--- config.mk ---
export PLATFORM = sky130hd
export DESIGN_NAME = dynamic_clock_source_switch
export DESIGN_NICKNAME = d
export VERILOG_FILES = /design/src/hw/dcs_pkg.sv /design/src/hw/source_edge_counter.sv /design/src/hw/dynamic_clock_source_switch.sv
export VERILOG_INCLUDE_DIRS = /design/src /design/src/hw
export SDC_FILE = /design/constraint.sdc
export NUM_CORES = 1
export LEC_CHECK = 0
export ABC_AREA = 1
export BUFFER_PORTS_ARGS = -buffer_cell sky130_fd_sc_hd__buf_2
export CAP_MARGIN = 20
export CORE_MARGIN = 1
export CORE_UTILIZATION = 55
export DETAILED_ROUTE_END_ITERATION = 10
export GPL_TIMING_DRIVEN = 0
export PLACE_DENSITY = 0.85
export SYNTH_ARGS = -nofsm -noshare
export SYNTH_HDL_FRONTEND = slang
export SYNTH_SLANG_ARGS = --single-unit
--- constraint.sdc ---
create_clock -name clk -period 4.16 [get_ports clk]
set_clock_uncertainty 0.05 [all_clocks]
set_input_delay 0.624 -clock clk [delete_from_list [all_inputs] [get_ports clk]]
set_output_delay 0.624 -clock clk [all_outputs]
set_load 0.01 [all_outputs]
--- src/hw/dcs_defs.svh ---
`ifndef DCS_DEFS_SVH
`define DCS_DEFS_SVH

// ============================================================
// clock select register layout
`define SEL_SRC_MSB 3
`define SEL_SRC_LSB 0
`define SEL_SUT_MSB 5
`define SEL_SUT_LSB 4
`define SEL_CLOCK_OUT_ENABLE_BIT_BIT 6

// ============================================================
// command register
`define CMD_CCE_BIT 7
`define CMD_DISABLE 8'h01
`define CMD_ENABLE 8'h02
`define CMD_READY 8'h03
`define CMD_SWITCH 8'h04
`define CMD_RECOVER 8'h05
`define CMD_WD_ARL 8'h06
`define CCE_WINDOW 3'h4

// one-hot command decode positions
`define X_DIS 0
`define X_EN 1
`define X_RDY 2
`define X_SW 3
`define X_REC 4
`define X_ARL 5

// ============================================================
// source codes and indices
`define CODE_EXT 4'h0
`define CODE_RC 4'h2
`define CODE_WD 4'h3
`define CODE_LF 4'h6
`define NSRC 5
`define IDX_RC 3'h0
`define IDX_WD 3'h1
`define IDX_EXT 3'h2
`define IDX_LF 3'h3
`define IDX_XTAL 3'h4
`define IDX_NONE 3'h7
`define EXT_MASK 5'h1c

// ============================================================
// timing
`define CK_6 16'h0006
`define CK_14 16'h000e
`define CK_258 16'h0102
`define CK_1K 16'h0400
`define CK_16K 16'h4000
`define CK_32K 16'h8000
`define SWITCH_EDGES 2'h2
`define T_CLK_NS 5
`define T_4P1MS_NS 4100000
`define T_4MS_NS 4000000
`define T_65MS_NS 65000000

`endif

--- src/hw/dcs_pkg.sv ---
package dcs_pkg;
  typedef logic [2:0] src_idx_t;
  typedef enum logic [1:0] {BT_SYNC, BT_MS, BT_CK, BT_RUN} boot_e;
  typedef enum logic [1:0] {SW_IDLE, SW_DROP, SW_TAKE} sw_e;
  typedef enum logic [1:0] {MS_NONE, MS_4P1, MS_65, MS_4} ms_sel_e;
endpackage : dcs_pkg

--- src/hw/source_edge_counter.sv ---
`timescale 1ns/10ps
`include "dcs_defs.svh"
module source_edge_counter (
  input wire logic clk,
  input wire logic rst,
  input wire logic [`NSRC-1:0] src_clk,
  input wire dcs_pkg::src_idx_t sel,
  input wire logic start,
  input wire logic [15:0] limit,
  output logic [`NSRC-1:0] src_edge_r,
  output logic done_r
);
  import dcs_pkg::*;

  logic [`NSRC-1:0] s1_r, s2_r, s3_r, edge_nxt;
  logic run_r, run_nxt, done_nxt;
  logic [15:0] cnt_r, cnt_nxt, lim_r, lim_nxt;
  src_idx_t sel_r, sel_nxt;

  // ============================================================
  // oscillation cycle count
  // source clocks are far slower than clk, so sampling catches each cycle
  always_comb begin
    edge_nxt = s2_r & ~s3_r;
    run_nxt = run_r;
    cnt_nxt = cnt_r;
    lim_nxt = lim_r;
    sel_nxt = sel_r;
    done_nxt = 1'b0;
    if (start) begin
      run_nxt = 1'b1;
      cnt_nxt = 16'h0000;
      lim_nxt = limit;
      sel_nxt = sel;
    end else if (run_r && edge_nxt[sel_r]) begin
      cnt_nxt = cnt_r + 16'h0001;
      if (cnt_nxt >= lim_r) begin
        run_nxt = 1'b0;
        done_nxt = 1'b1;
      end
    end
  end

  always_ff @(posedge clk or posedge rst) begin
    if (rst) begin
      s1_r <= '0;
      s2_r <= '0;
      s3_r <= '0;
      src_edge_r <= '0;
      run_r <= 1'b0;
      cnt_r <= 16'h0000;
      lim_r <= 16'h0000;
      sel_r <= `IDX_RC;
      done_r <= 1'b0;
    end else begin
      s1_r <= src_clk;
      s2_r <= s1_r;
      s3_r <= s2_r;
      src_edge_r <= edge_nxt;
      run_r <= run_nxt;
      cnt_r <= cnt_nxt;
      lim_r <= lim_nxt;
      sel_r <= sel_nxt;
      done_r <= done_nxt;
    end
  end
endmodule : source_edge_counter

--- src/hw/dynamic_clock_source_switch.sv ---
`timescale 1ns/10ps
`include "dcs_defs.svh"
// Operation
// - low-frequency crystal start-up 1024CK or 32768CK plus 4.1ms or 65ms
// - external clock 6CK from power-down; 14CK plus 4.1ms or 65ms at reset
// - external clock code 00 adds 4ms at reset only if reset pin disabled
// - async timer may start the low-frequency crystal when the crystal and external clock are off
// - async timer may enable external clock when no crystal runs
// - clock out driven when enabled and no crystal used, never during reset
// - clock out carries the divided system clock
// - sources enable, disable and switch without system clock glitches
// - command register changes only through the protected write procedure
// - change-enable write, then command code 01,02,03,04,05 or 06
// - only one command operation launches at a time
// - reset copies fuse settings into the clock select register
// - enable turns on selected source and starts the readiness count
// - disable turns off selected source unless it drives system clock
// - each source latches its own enable; several may run together
// - readiness count clears flag at start, sets it at the limit
// - recover writes current system source code into the source field
// - switch may take the system clock from any of five sources
// - only one of three external sources enabled; timer shares them
module dynamic_clock_source_switch #(
  parameter int unsigned DLY_4P1MS_CYC =
    (`T_4P1MS_NS + `T_CLK_NS - 1) / `T_CLK_NS,
  parameter int unsigned DLY_4MS_CYC =
    (`T_4MS_NS + `T_CLK_NS - 1) / `T_CLK_NS,
  parameter int unsigned DLY_65MS_CYC =
    (`T_65MS_NS + `T_CLK_NS - 1) / `T_CLK_NS
) (
  input wire logic clk,
  input wire logic rst,
  input wire logic [3:0] clock_select_fuses,
  input wire logic [1:0] startup_fuses,
  input wire logic clock_out_fuse,
  input wire logic reset_pin_disable_fuse,
  input wire logic [`NSRC-1:0] source_clocks,
  input wire logic cmd_wr,
  input wire logic [7:0] cmd_wdata,
  input wire logic sel_wr,
  input wire logic [7:0] sel_wdata,
  input wire logic timer_lf_request,
  input wire logic timer_ext_request,
  input wire logic wake_request,
  input wire logic prescaled_clk,
  output logic [7:0] clock_select_register,
  output logic source_ready_flag,
  output logic [3:0] system_source_code,
  output logic [`NSRC-1:0] source_enables,
  output logic [`NSRC-1:0] source_gates,
  output logic core_run,
  output logic wd_auto_reload,
  output logic clock_out_pin,
  output logic clock_out_pin_oe
);
  import dcs_pkg::*;

  // ============================================================
  // decode helpers
  function automatic src_idx_t src_index(input logic [3:0] code);
    src_idx_t r;
    r = `IDX_NONE;
    if (code[3]) r = `IDX_XTAL;
    else if (code == `CODE_RC) r = `IDX_RC;
    else if (code == `CODE_WD) r = `IDX_WD;
    else if (code == `CODE_EXT) r = `IDX_EXT;
    else if (code == `CODE_LF) r = `IDX_LF;
    return r;
  endfunction : src_index

  function automatic logic [`NSRC-1:0] onehot(input src_idx_t i);
    logic [`NSRC-1:0] r;
    r = '0;
    if (i != `IDX_NONE) r[i] = 1'b1;
    return r;
  endfunction : onehot

  // readiness and power-down start-up length in source cycles
  function automatic logic [15:0] ready_limit(input src_idx_t i,
                                              input logic [1:0] sut,
                                              input logic c0);
    logic [15:0] r;
    r = `CK_6;
    if (i == `IDX_LF) r = (sut == 2'h2) ? `CK_32K : `CK_1K;
    else if (i == `IDX_XTAL && !c0) r = sut[1] ? `CK_1K : `CK_258;
    else if (i == `IDX_XTAL) r = (sut == 2'h0) ? `CK_1K : `CK_16K;
    return r;
  endfunction : ready_limit

  function automatic ms_sel_e ms_select(input src_idx_t i,
                                        input logic [1:0] sut,
                                        input logic c0, input logic rdis);
    ms_sel_e r;
    r = MS_65;
    if (i == `IDX_XTAL) begin
      unique case ({c0, sut})
        3'h0, 3'h3, 3'h6: r = MS_4P1;
        3'h2, 3'h5: r = MS_NONE;
        default: r = MS_65;
      endcase
    end else if (i == `IDX_LF) begin
      r = (sut == 2'h0) ? MS_4P1 : MS_65;
    end else if (sut == 2'h0) begin
      r = (i == `IDX_EXT && rdis) ? MS_4 : MS_NONE;
    end else if (sut == 2'h1) begin
      r = MS_4P1;
    end
    return r;
  endfunction : ms_select

  function automatic logic [23:0] ms_cycles(input ms_sel_e m);
    logic [23:0] r;
    r = 24'h000000;
    if (m == MS_4P1) r = 24'(DLY_4P1MS_CYC);
    else if (m == MS_65) r = 24'(DLY_65MS_CYC);
    else if (m == MS_4) r = 24'(DLY_4MS_CYC);
    return r;
  endfunction : ms_cycles

  function automatic logic [5:0] cmd_decode(input logic [7:0] d);
    logic [5:0] r;
    r = 6'h00;
    unique case (d)
      `CMD_DISABLE: r[`X_DIS] = 1'b1;
      `CMD_ENABLE: r[`X_EN] = 1'b1;
      `CMD_READY: r[`X_RDY] = 1'b1;
      `CMD_SWITCH: r[`X_SW] = 1'b1;
      `CMD_RECOVER: r[`X_REC] = 1'b1;
      `CMD_WD_ARL: r[`X_ARL] = 1'b1;
      default: r = 6'h00;
    endcase
    return r;
  endfunction : cmd_decode

  // ============================================================
  // state
  logic [7:0] fz1_r, fz2_r, fz1_nxt, fz2_nxt;
  boot_e boot_r, boot_nxt;
  logic [23:0] btcnt_r, bt_nxt;
  logic [7:0] sel_nxt;
  logic [2:0] cce_r, cce_nxt;
  logic [`NSRC-1:0] en_r, en_nxt, osc_nxt, gate_nxt;
  src_idx_t sys_idx_r, sys_nxt, sw_new_r, swn_nxt, cidx, fidx;
  logic [3:0] code_nxt, sw_code_r, swcode_nxt;
  sw_e sw_r, sw_nxt;
  logic [1:0] swc_r, swc_nxt;
  logic rdy_nxt, wd_nxt, waking_r, wake_nxt, run_nxt, pin_nxt, oe_nxt;
  logic lf_share, ext_share, ext_clash;
  logic [5:0] exec;
  logic cnt_start, cnt_done;
  src_idx_t cnt_sel;
  logic [15:0] cnt_lim;
  logic [`NSRC-1:0] src_edge;

  source_edge_counter source_edge_counter_i (
    .clk(clk),
    .rst(rst),
    .src_clk(source_clocks),
    .sel(cnt_sel),
    .start(cnt_start),
    .limit(cnt_lim),
    .src_edge_r(src_edge),
    .done_r(cnt_done)
  );

  // ============================================================
  // control
  always_comb begin
    fz1_nxt = {reset_pin_disable_fuse, clock_out_fuse, startup_fuses,
               clock_select_fuses};
    fz2_nxt = fz1_r;
    fidx = src_index(fz2_r[3:0]);
    if (fidx == `IDX_NONE) fidx = `IDX_RC;
    cidx = src_index(clock_select_register[`SEL_SRC_MSB:`SEL_SRC_LSB]);
    ext_clash = |(`EXT_MASK & onehot(cidx)) &&
                |(source_enables & `EXT_MASK & ~onehot(cidx));
    boot_nxt = boot_r;
    bt_nxt = btcnt_r;
    sel_nxt = clock_select_register;
    cce_nxt = cce_r;
    en_nxt = en_r;
    sys_nxt = sys_idx_r;
    code_nxt = system_source_code;
    sw_nxt = sw_r;
    swn_nxt = sw_new_r;
    swcode_nxt = sw_code_r;
    swc_nxt = swc_r;
    gate_nxt = source_gates;
    wd_nxt = wd_auto_reload;
    wake_nxt = waking_r;
    exec = 6'h00;
    cnt_start = 1'b0;
    cnt_sel = sys_idx_r;
    cnt_lim = ready_limit(sys_idx_r,
                          clock_select_register[`SEL_SUT_MSB:`SEL_SUT_LSB],
                          clock_select_register[0]);
    unique case (boot_r)
      BT_SYNC: begin
        bt_nxt = btcnt_r + 24'h000001;
        if (btcnt_r == 24'h000002) begin
          sel_nxt = {1'b0, ~fz2_r[6], fz2_r[5:0]};
          sys_nxt = fidx;
          code_nxt = (src_index(fz2_r[3:0]) == `IDX_NONE) ? `CODE_RC
                                                          : fz2_r[3:0];
          en_nxt = onehot(fidx);
          bt_nxt = ms_cycles(ms_select(fidx, fz2_r[5:4], fz2_r[0],
                                       fz2_r[7]));
          boot_nxt = BT_MS;
        end
      end
      BT_MS: begin
        if (btcnt_r <= 24'h000001) begin
          boot_nxt = BT_CK;
          cnt_start = 1'b1;
          // slow crystals need their full start-up on top of the delay
          if (sys_idx_r != `IDX_LF && sys_idx_r != `IDX_XTAL)
            cnt_lim = `CK_14;
        end else begin
          bt_nxt = btcnt_r - 24'h000001;
        end
      end
      BT_CK: begin
        if (cnt_done) begin
          boot_nxt = BT_RUN;
          gate_nxt = onehot(sys_idx_r);
        end
      end
      BT_RUN: begin
        if (cce_r != 3'h0) cce_nxt = cce_r - 3'h1;
        if (cmd_wr && cmd_wdata[`CMD_CCE_BIT]) begin
          cce_nxt = `CCE_WINDOW;
        end else if (cmd_wr && cce_r != 3'h0) begin
          cce_nxt = 3'h0;
          // a switch in flight owns the source gates
          if (sw_r == SW_IDLE) exec = cmd_decode(cmd_wdata);
        end
        if (cidx != `IDX_NONE) begin
          if (exec[`X_EN] && !ext_clash) begin
            en_nxt[cidx] = 1'b1;
          end
          // a refused enable keeps the last ready verdict
          if ((exec[`X_EN] && !ext_clash) || exec[`X_RDY]) begin
            cnt_start = 1'b1;
            cnt_sel = cidx;
            cnt_lim = ready_limit(cidx,
              clock_select_register[`SEL_SUT_MSB:`SEL_SUT_LSB],
              clock_select_register[0]);
          end
          if (exec[`X_DIS] && cidx != sys_idx_r)
            en_nxt[cidx] = 1'b0;
          if (exec[`X_SW] && source_enables[cidx] && cidx != sys_idx_r) begin
            sw_nxt = SW_DROP;
            swn_nxt = cidx;
            swcode_nxt = clock_select_register[`SEL_SRC_MSB:`SEL_SRC_LSB];
            swc_nxt = 2'h0;
            gate_nxt = '0;
          end
        end
        if (exec[`X_REC])
          sel_nxt[`SEL_SRC_MSB:`SEL_SRC_LSB] = system_source_code;
        else if (sel_wr)
          sel_nxt = {1'b0, sel_wdata[6:0]};
        if (exec[`X_ARL]) wd_nxt = 1'b1;
        if (wake_request && !waking_r && !cnt_start && sw_r == SW_IDLE) begin
          wake_nxt = 1'b1;
          cnt_start = 1'b1;
        end else if (waking_r && cnt_done) begin
          wake_nxt = 1'b0;
        end
        // a dead source stalls the switch and blocks every command, recover included
        unique case (sw_r)
          SW_IDLE: ;
          SW_DROP: begin
            if (src_edge[sys_idx_r]) begin
              swc_nxt = swc_r + 2'h1;
              if (swc_nxt == `SWITCH_EDGES) begin
                sw_nxt = SW_TAKE;
                swc_nxt = 2'h0;
              end
            end
          end
          SW_TAKE: begin
            if (src_edge[sw_new_r]) begin
              swc_nxt = swc_r + 2'h1;
              if (swc_nxt == `SWITCH_EDGES) begin
                sw_nxt = SW_IDLE;
                gate_nxt = onehot(sw_new_r);
                sys_nxt = sw_new_r;
                code_nxt = sw_code_r;
              end
            end
          end
          default: sw_nxt = SW_IDLE;
        endcase
      end
    endcase
    // a restart wins: the new count has not reached its limit
    if (cnt_start) rdy_nxt = 1'b0;
    else if (cnt_done) rdy_nxt = 1'b1;
    else rdy_nxt = source_ready_flag;
    lf_share = timer_lf_request && !en_nxt[`IDX_XTAL] &&
               !en_nxt[`IDX_EXT];
    ext_share = timer_ext_request && !timer_lf_request &&
                !en_nxt[`IDX_XTAL] && !en_nxt[`IDX_LF];
    osc_nxt = en_nxt;
    osc_nxt[`IDX_LF] = en_nxt[`IDX_LF] | lf_share;
    osc_nxt[`IDX_EXT] = en_nxt[`IDX_EXT] | ext_share;
    run_nxt = (boot_nxt == BT_RUN) && !wake_nxt;
    oe_nxt = clock_select_register[`SEL_CLOCK_OUT_ENABLE_BIT_BIT] && core_run &&
             !source_enables[`IDX_XTAL] &&
             !source_enables[`IDX_LF];
    pin_nxt = oe_nxt && prescaled_clk;
  end

  always_ff @(posedge clk or posedge rst) begin
    if (rst) begin
      fz1_r <= 8'h00;
      fz2_r <= 8'h00;
      boot_r <= BT_SYNC;
      btcnt_r <= 24'h000000;
      clock_select_register <= 8'h00;
      cce_r <= 3'h0;
      en_r <= '0;
      source_enables <= '0;
      source_gates <= '0;
      sys_idx_r <= `IDX_RC;
      system_source_code <= `CODE_RC;
      sw_r <= SW_IDLE;
      sw_new_r <= `IDX_RC;
      sw_code_r <= `CODE_RC;
      swc_r <= 2'h0;
      source_ready_flag <= 1'b0;
      wd_auto_reload <= 1'b0;
      waking_r <= 1'b0;
      core_run <= 1'b0;
      clock_out_pin <= 1'b0;
      clock_out_pin_oe <= 1'b0;
    end else begin
      fz1_r <= fz1_nxt;
      fz2_r <= fz2_nxt;
      boot_r <= boot_nxt;
      btcnt_r <= bt_nxt;
      clock_select_register <= sel_nxt;
      cce_r <= cce_nxt;
      en_r <= en_nxt;
      source_enables <= osc_nxt;
      source_gates <= gate_nxt;
      sys_idx_r <= sys_nxt;
      system_source_code <= code_nxt;
      sw_r <= sw_nxt;
      sw_new_r <= swn_nxt;
      sw_code_r <= swcode_nxt;
      swc_r <= swc_nxt;
      source_ready_flag <= rdy_nxt;
      wd_auto_reload <= wd_nxt;
      waking_r <= wake_nxt;
      core_run <= run_nxt;
      clock_out_pin <= pin_nxt;
      clock_out_pin_oe <= oe_nxt;
    end
  end
endmodule : dynamic_clock_source_switch

==> reports/metrics.csv <==
metric;value;unit
outcome;completed;
slew_headroom;44.7;%
ant_nets;0;
synth_fa_ha_area_share;3.37;%
ios;64;
hold_viol;0;
synth_simple_gate_area_share;32.7;%
start_util;56.2;%
grt_pass1_vias;8000;
tritoncts;built;
maxCapViolations;0;
synth_seq_cells;136;
grt_antenna_before_repair;0;
power;6880;µW
wire_per_inst;15.4;µm
syn_nets;1286;
syn_area_per_cell;7.27;µm²
portBuffers;61;
drt_pass1_iterations;5;
clock_path_buffers;2;
slew_violations;0;
grt_use_total;30.0;%
synth_area_leaders;dfrtp_1 38%, nand2_1 13%, nor2_1 6.0%;
async_flop_share;100;%
synthFlopType;dfrtp_1;
cp-start-kind;flop;
crit_arrival;3130;ps
die_x;129;µm
yosys-mux-area-fraction;0;%
grt_pass1_wl;38.6;mm
root_buffer;clkbuf_16;
dieArea;16700;µm²
worst_ep_required_time;4470;ps
fin_util;64.1;%
timing.fmax;355;MHz
max-vdd-ir-drop;480;µV
power.leakage;0.00490;µW
dp_hpwl;17.4;mm
syn_to_final_growth;13.9;%
antenna_cells;0;
synth_top_family_by_area;simple AND/OR/NAND/NOR gates;
finalWeightedCongestion;0.976;
synth_compound_area_share;13.3;%
totalWireLength;23.7;mm
worst_pin_slew;824;ps
synth-xor-area-share;3.25;%
fin_nets;1369;
row_count;46;
layout_setup_ws;1340;ps
yosysSeqAreaShare;38.3;%
fin_setup_tns;0;ps
htree_levels;4;
min_period_over_period;67.7;%
drive_gt1_share;15.8;%
yosys.area.top_type;dfrtp_1;
setup_viol_count_final;0;
yosys_warnings;0;
clkTransAtPathRegs;60;ps
period_needed;2820;ps
drc;0;
worstPathCellList;ha_1 > nand3_1 > inv_1 > nand3_1 > nor4_1 > xor2_1 > inv_1 > ha_1 > nand2_1 > nor2_1 > nand3_1 > nand3_1 > nand2_1 > nor2_1;
num_vias;8597;
postCtsSetupRepairBufs;0;
cts-resized-gates;0;
worstPathMaxFanout;6;
synth_area;8900;µm²
netlist_instances;1225;
cts.sink_count;136;
critPathKind;reg2reg;
crit_slowest_cell;dfrtp_1;
drtIter0Drc;858;
core;15800;µm²
grt_setup_unrepaired;false;
synth-edff-count;0;
hold_buffers;0;
yosysUniqueCellTypes;58;
fp.dieH;129;µm
max_stage_delay;460;ps
clk_latency;440;ps
numCtsBuffers;17;
yosys.area.top_type_share;37.7;%
cpMostUsedCell;nand3_1;
preCtsSetupSlack;1420;ps
power_density;679;nW/µm²
endpoint_kind;flop;
grt_max_degree;41;
final_common_cell;nand2_1;
hold_class;in2async;
via_per_inst;5.59;
final_cell_mix;298 x nand2_1, 142 x nor2_1, 135 x inv_1, 134 x dfrtp_1, 99 x nand3_1;
grt-ovfl-total;0;
-- cell usage after synthesis (7+ instances only) --
cell type,count
nand3_1,99
o21ai_1,20
dfrtp_1,134
buf_4,9
o211ai_1,9
nor3_1,14
o21ai_0,65
clkbuf_1,13
nand2_2,10
nor2_2,12
nor2_1,142
nor2_4,10
xor2_1,29
a31oi_1,18
inv_1,136
ha_1,24
nand3_2,7
nand2_1,298
buf_2,10
inv_2,20
a21oi_1,54
nand4_1,14
-- flip-flops by register name, indices dropped and copies added, names as in the netlist, 4 cells and up, named ones only --
register and flops:
source_edge_counter_i.s1_r 5, source_edge_counter_i.cnt_r 16, sw_code_r 4, source_edge_counter_i.s2_r 5, btcnt_r 24, source_edge_counter_i.lim_r 7
source_edge_counter_i.s3_r 5, fz2_r 8, system_source_code 4, fz1_r 8, source_edge_counter_i.src_edge_r 5, source_gates 5
clock_select_register 7
-- through the flow --
stage	cell area, µm²	hold slack, ps	std cells
CTS	10100	220	1537
detailed placement	9540	285	1505
global route	10100	229	1537
floorplan	8900	281	1225
global placement	9480	281	1502
finish	10100	207	1537
-- worst max-delay path, delay by kind of cell, from the launching register on --
| kind | cells | cell delay (ps) |
|---|---|---|
| simple gates | 9 | 1290 |
| fa+ha+maj | 2 | 490 |
| flops | 1 | 460 |
| buf+inv | 2 | 270 |
| xor+xnor | 1 | 190 |
-- report_power, final --
part           total [µW]  internal [µW]  switching (µW)  leakage [µW]
combinational        3310           1090            2220       0.00294
clock                1560            906             654      0.000298
sequential           2010           1670             341       0.00166
-- final cells by class --
| class | instances | area [µm²] |
|---|---|---|
| clock buffers | 17 | 425 |
| repair buffers | 64 | 365 |
| fillers | 1366 | 5690 |
| inverters | 158 | 599 |
| well taps | 216 | 270 |
| multi-input cells | 894 | 4680 |
| flip-flops and latches | 136 | 3410 |
| clock inverters | 15 | 175 |
| plain buffers | 37 | 215 |
-- metal layers --
layer,GRT usage (%),part of all wire [%]
met5,0,0
met4,12.5,2.6
met3,4.62,7.7
met2,48.9,47
met1,39.9,43
-- kinds of logic after synthesis --
logic type | after synthesis
AO/OA/AOI/OAI | 200
XOR/XNOR | 33
adder cells (fa/ha/maj) | 24
buffers and inverters | 195
flip-flops | 136
other | 1
AND/OR/NAND/NOR | 636
-- final timing paths --
path	from	to	slack [ps]	depth (start not counted)
min reg2reg	fz1_r[3]	fz2_r[3]	300	0
max in group asynchronous	rst	source_edge_counter_i.s3_r[1]	2990	4
min	rst	fz1_r[0]	210	2
max reg2reg	source_edge_counter_i.cnt_r[0]	source_edge_counter_i.done_r	1340	14
max	source_edge_counter_i.cnt_r[0]	source_edge_counter_i.done_r	1340	14
min in group clk	clock_select_fuses[3]	fz1_r[3]	240	1
No activity file was read; power rests on OpenSTA's default activity.
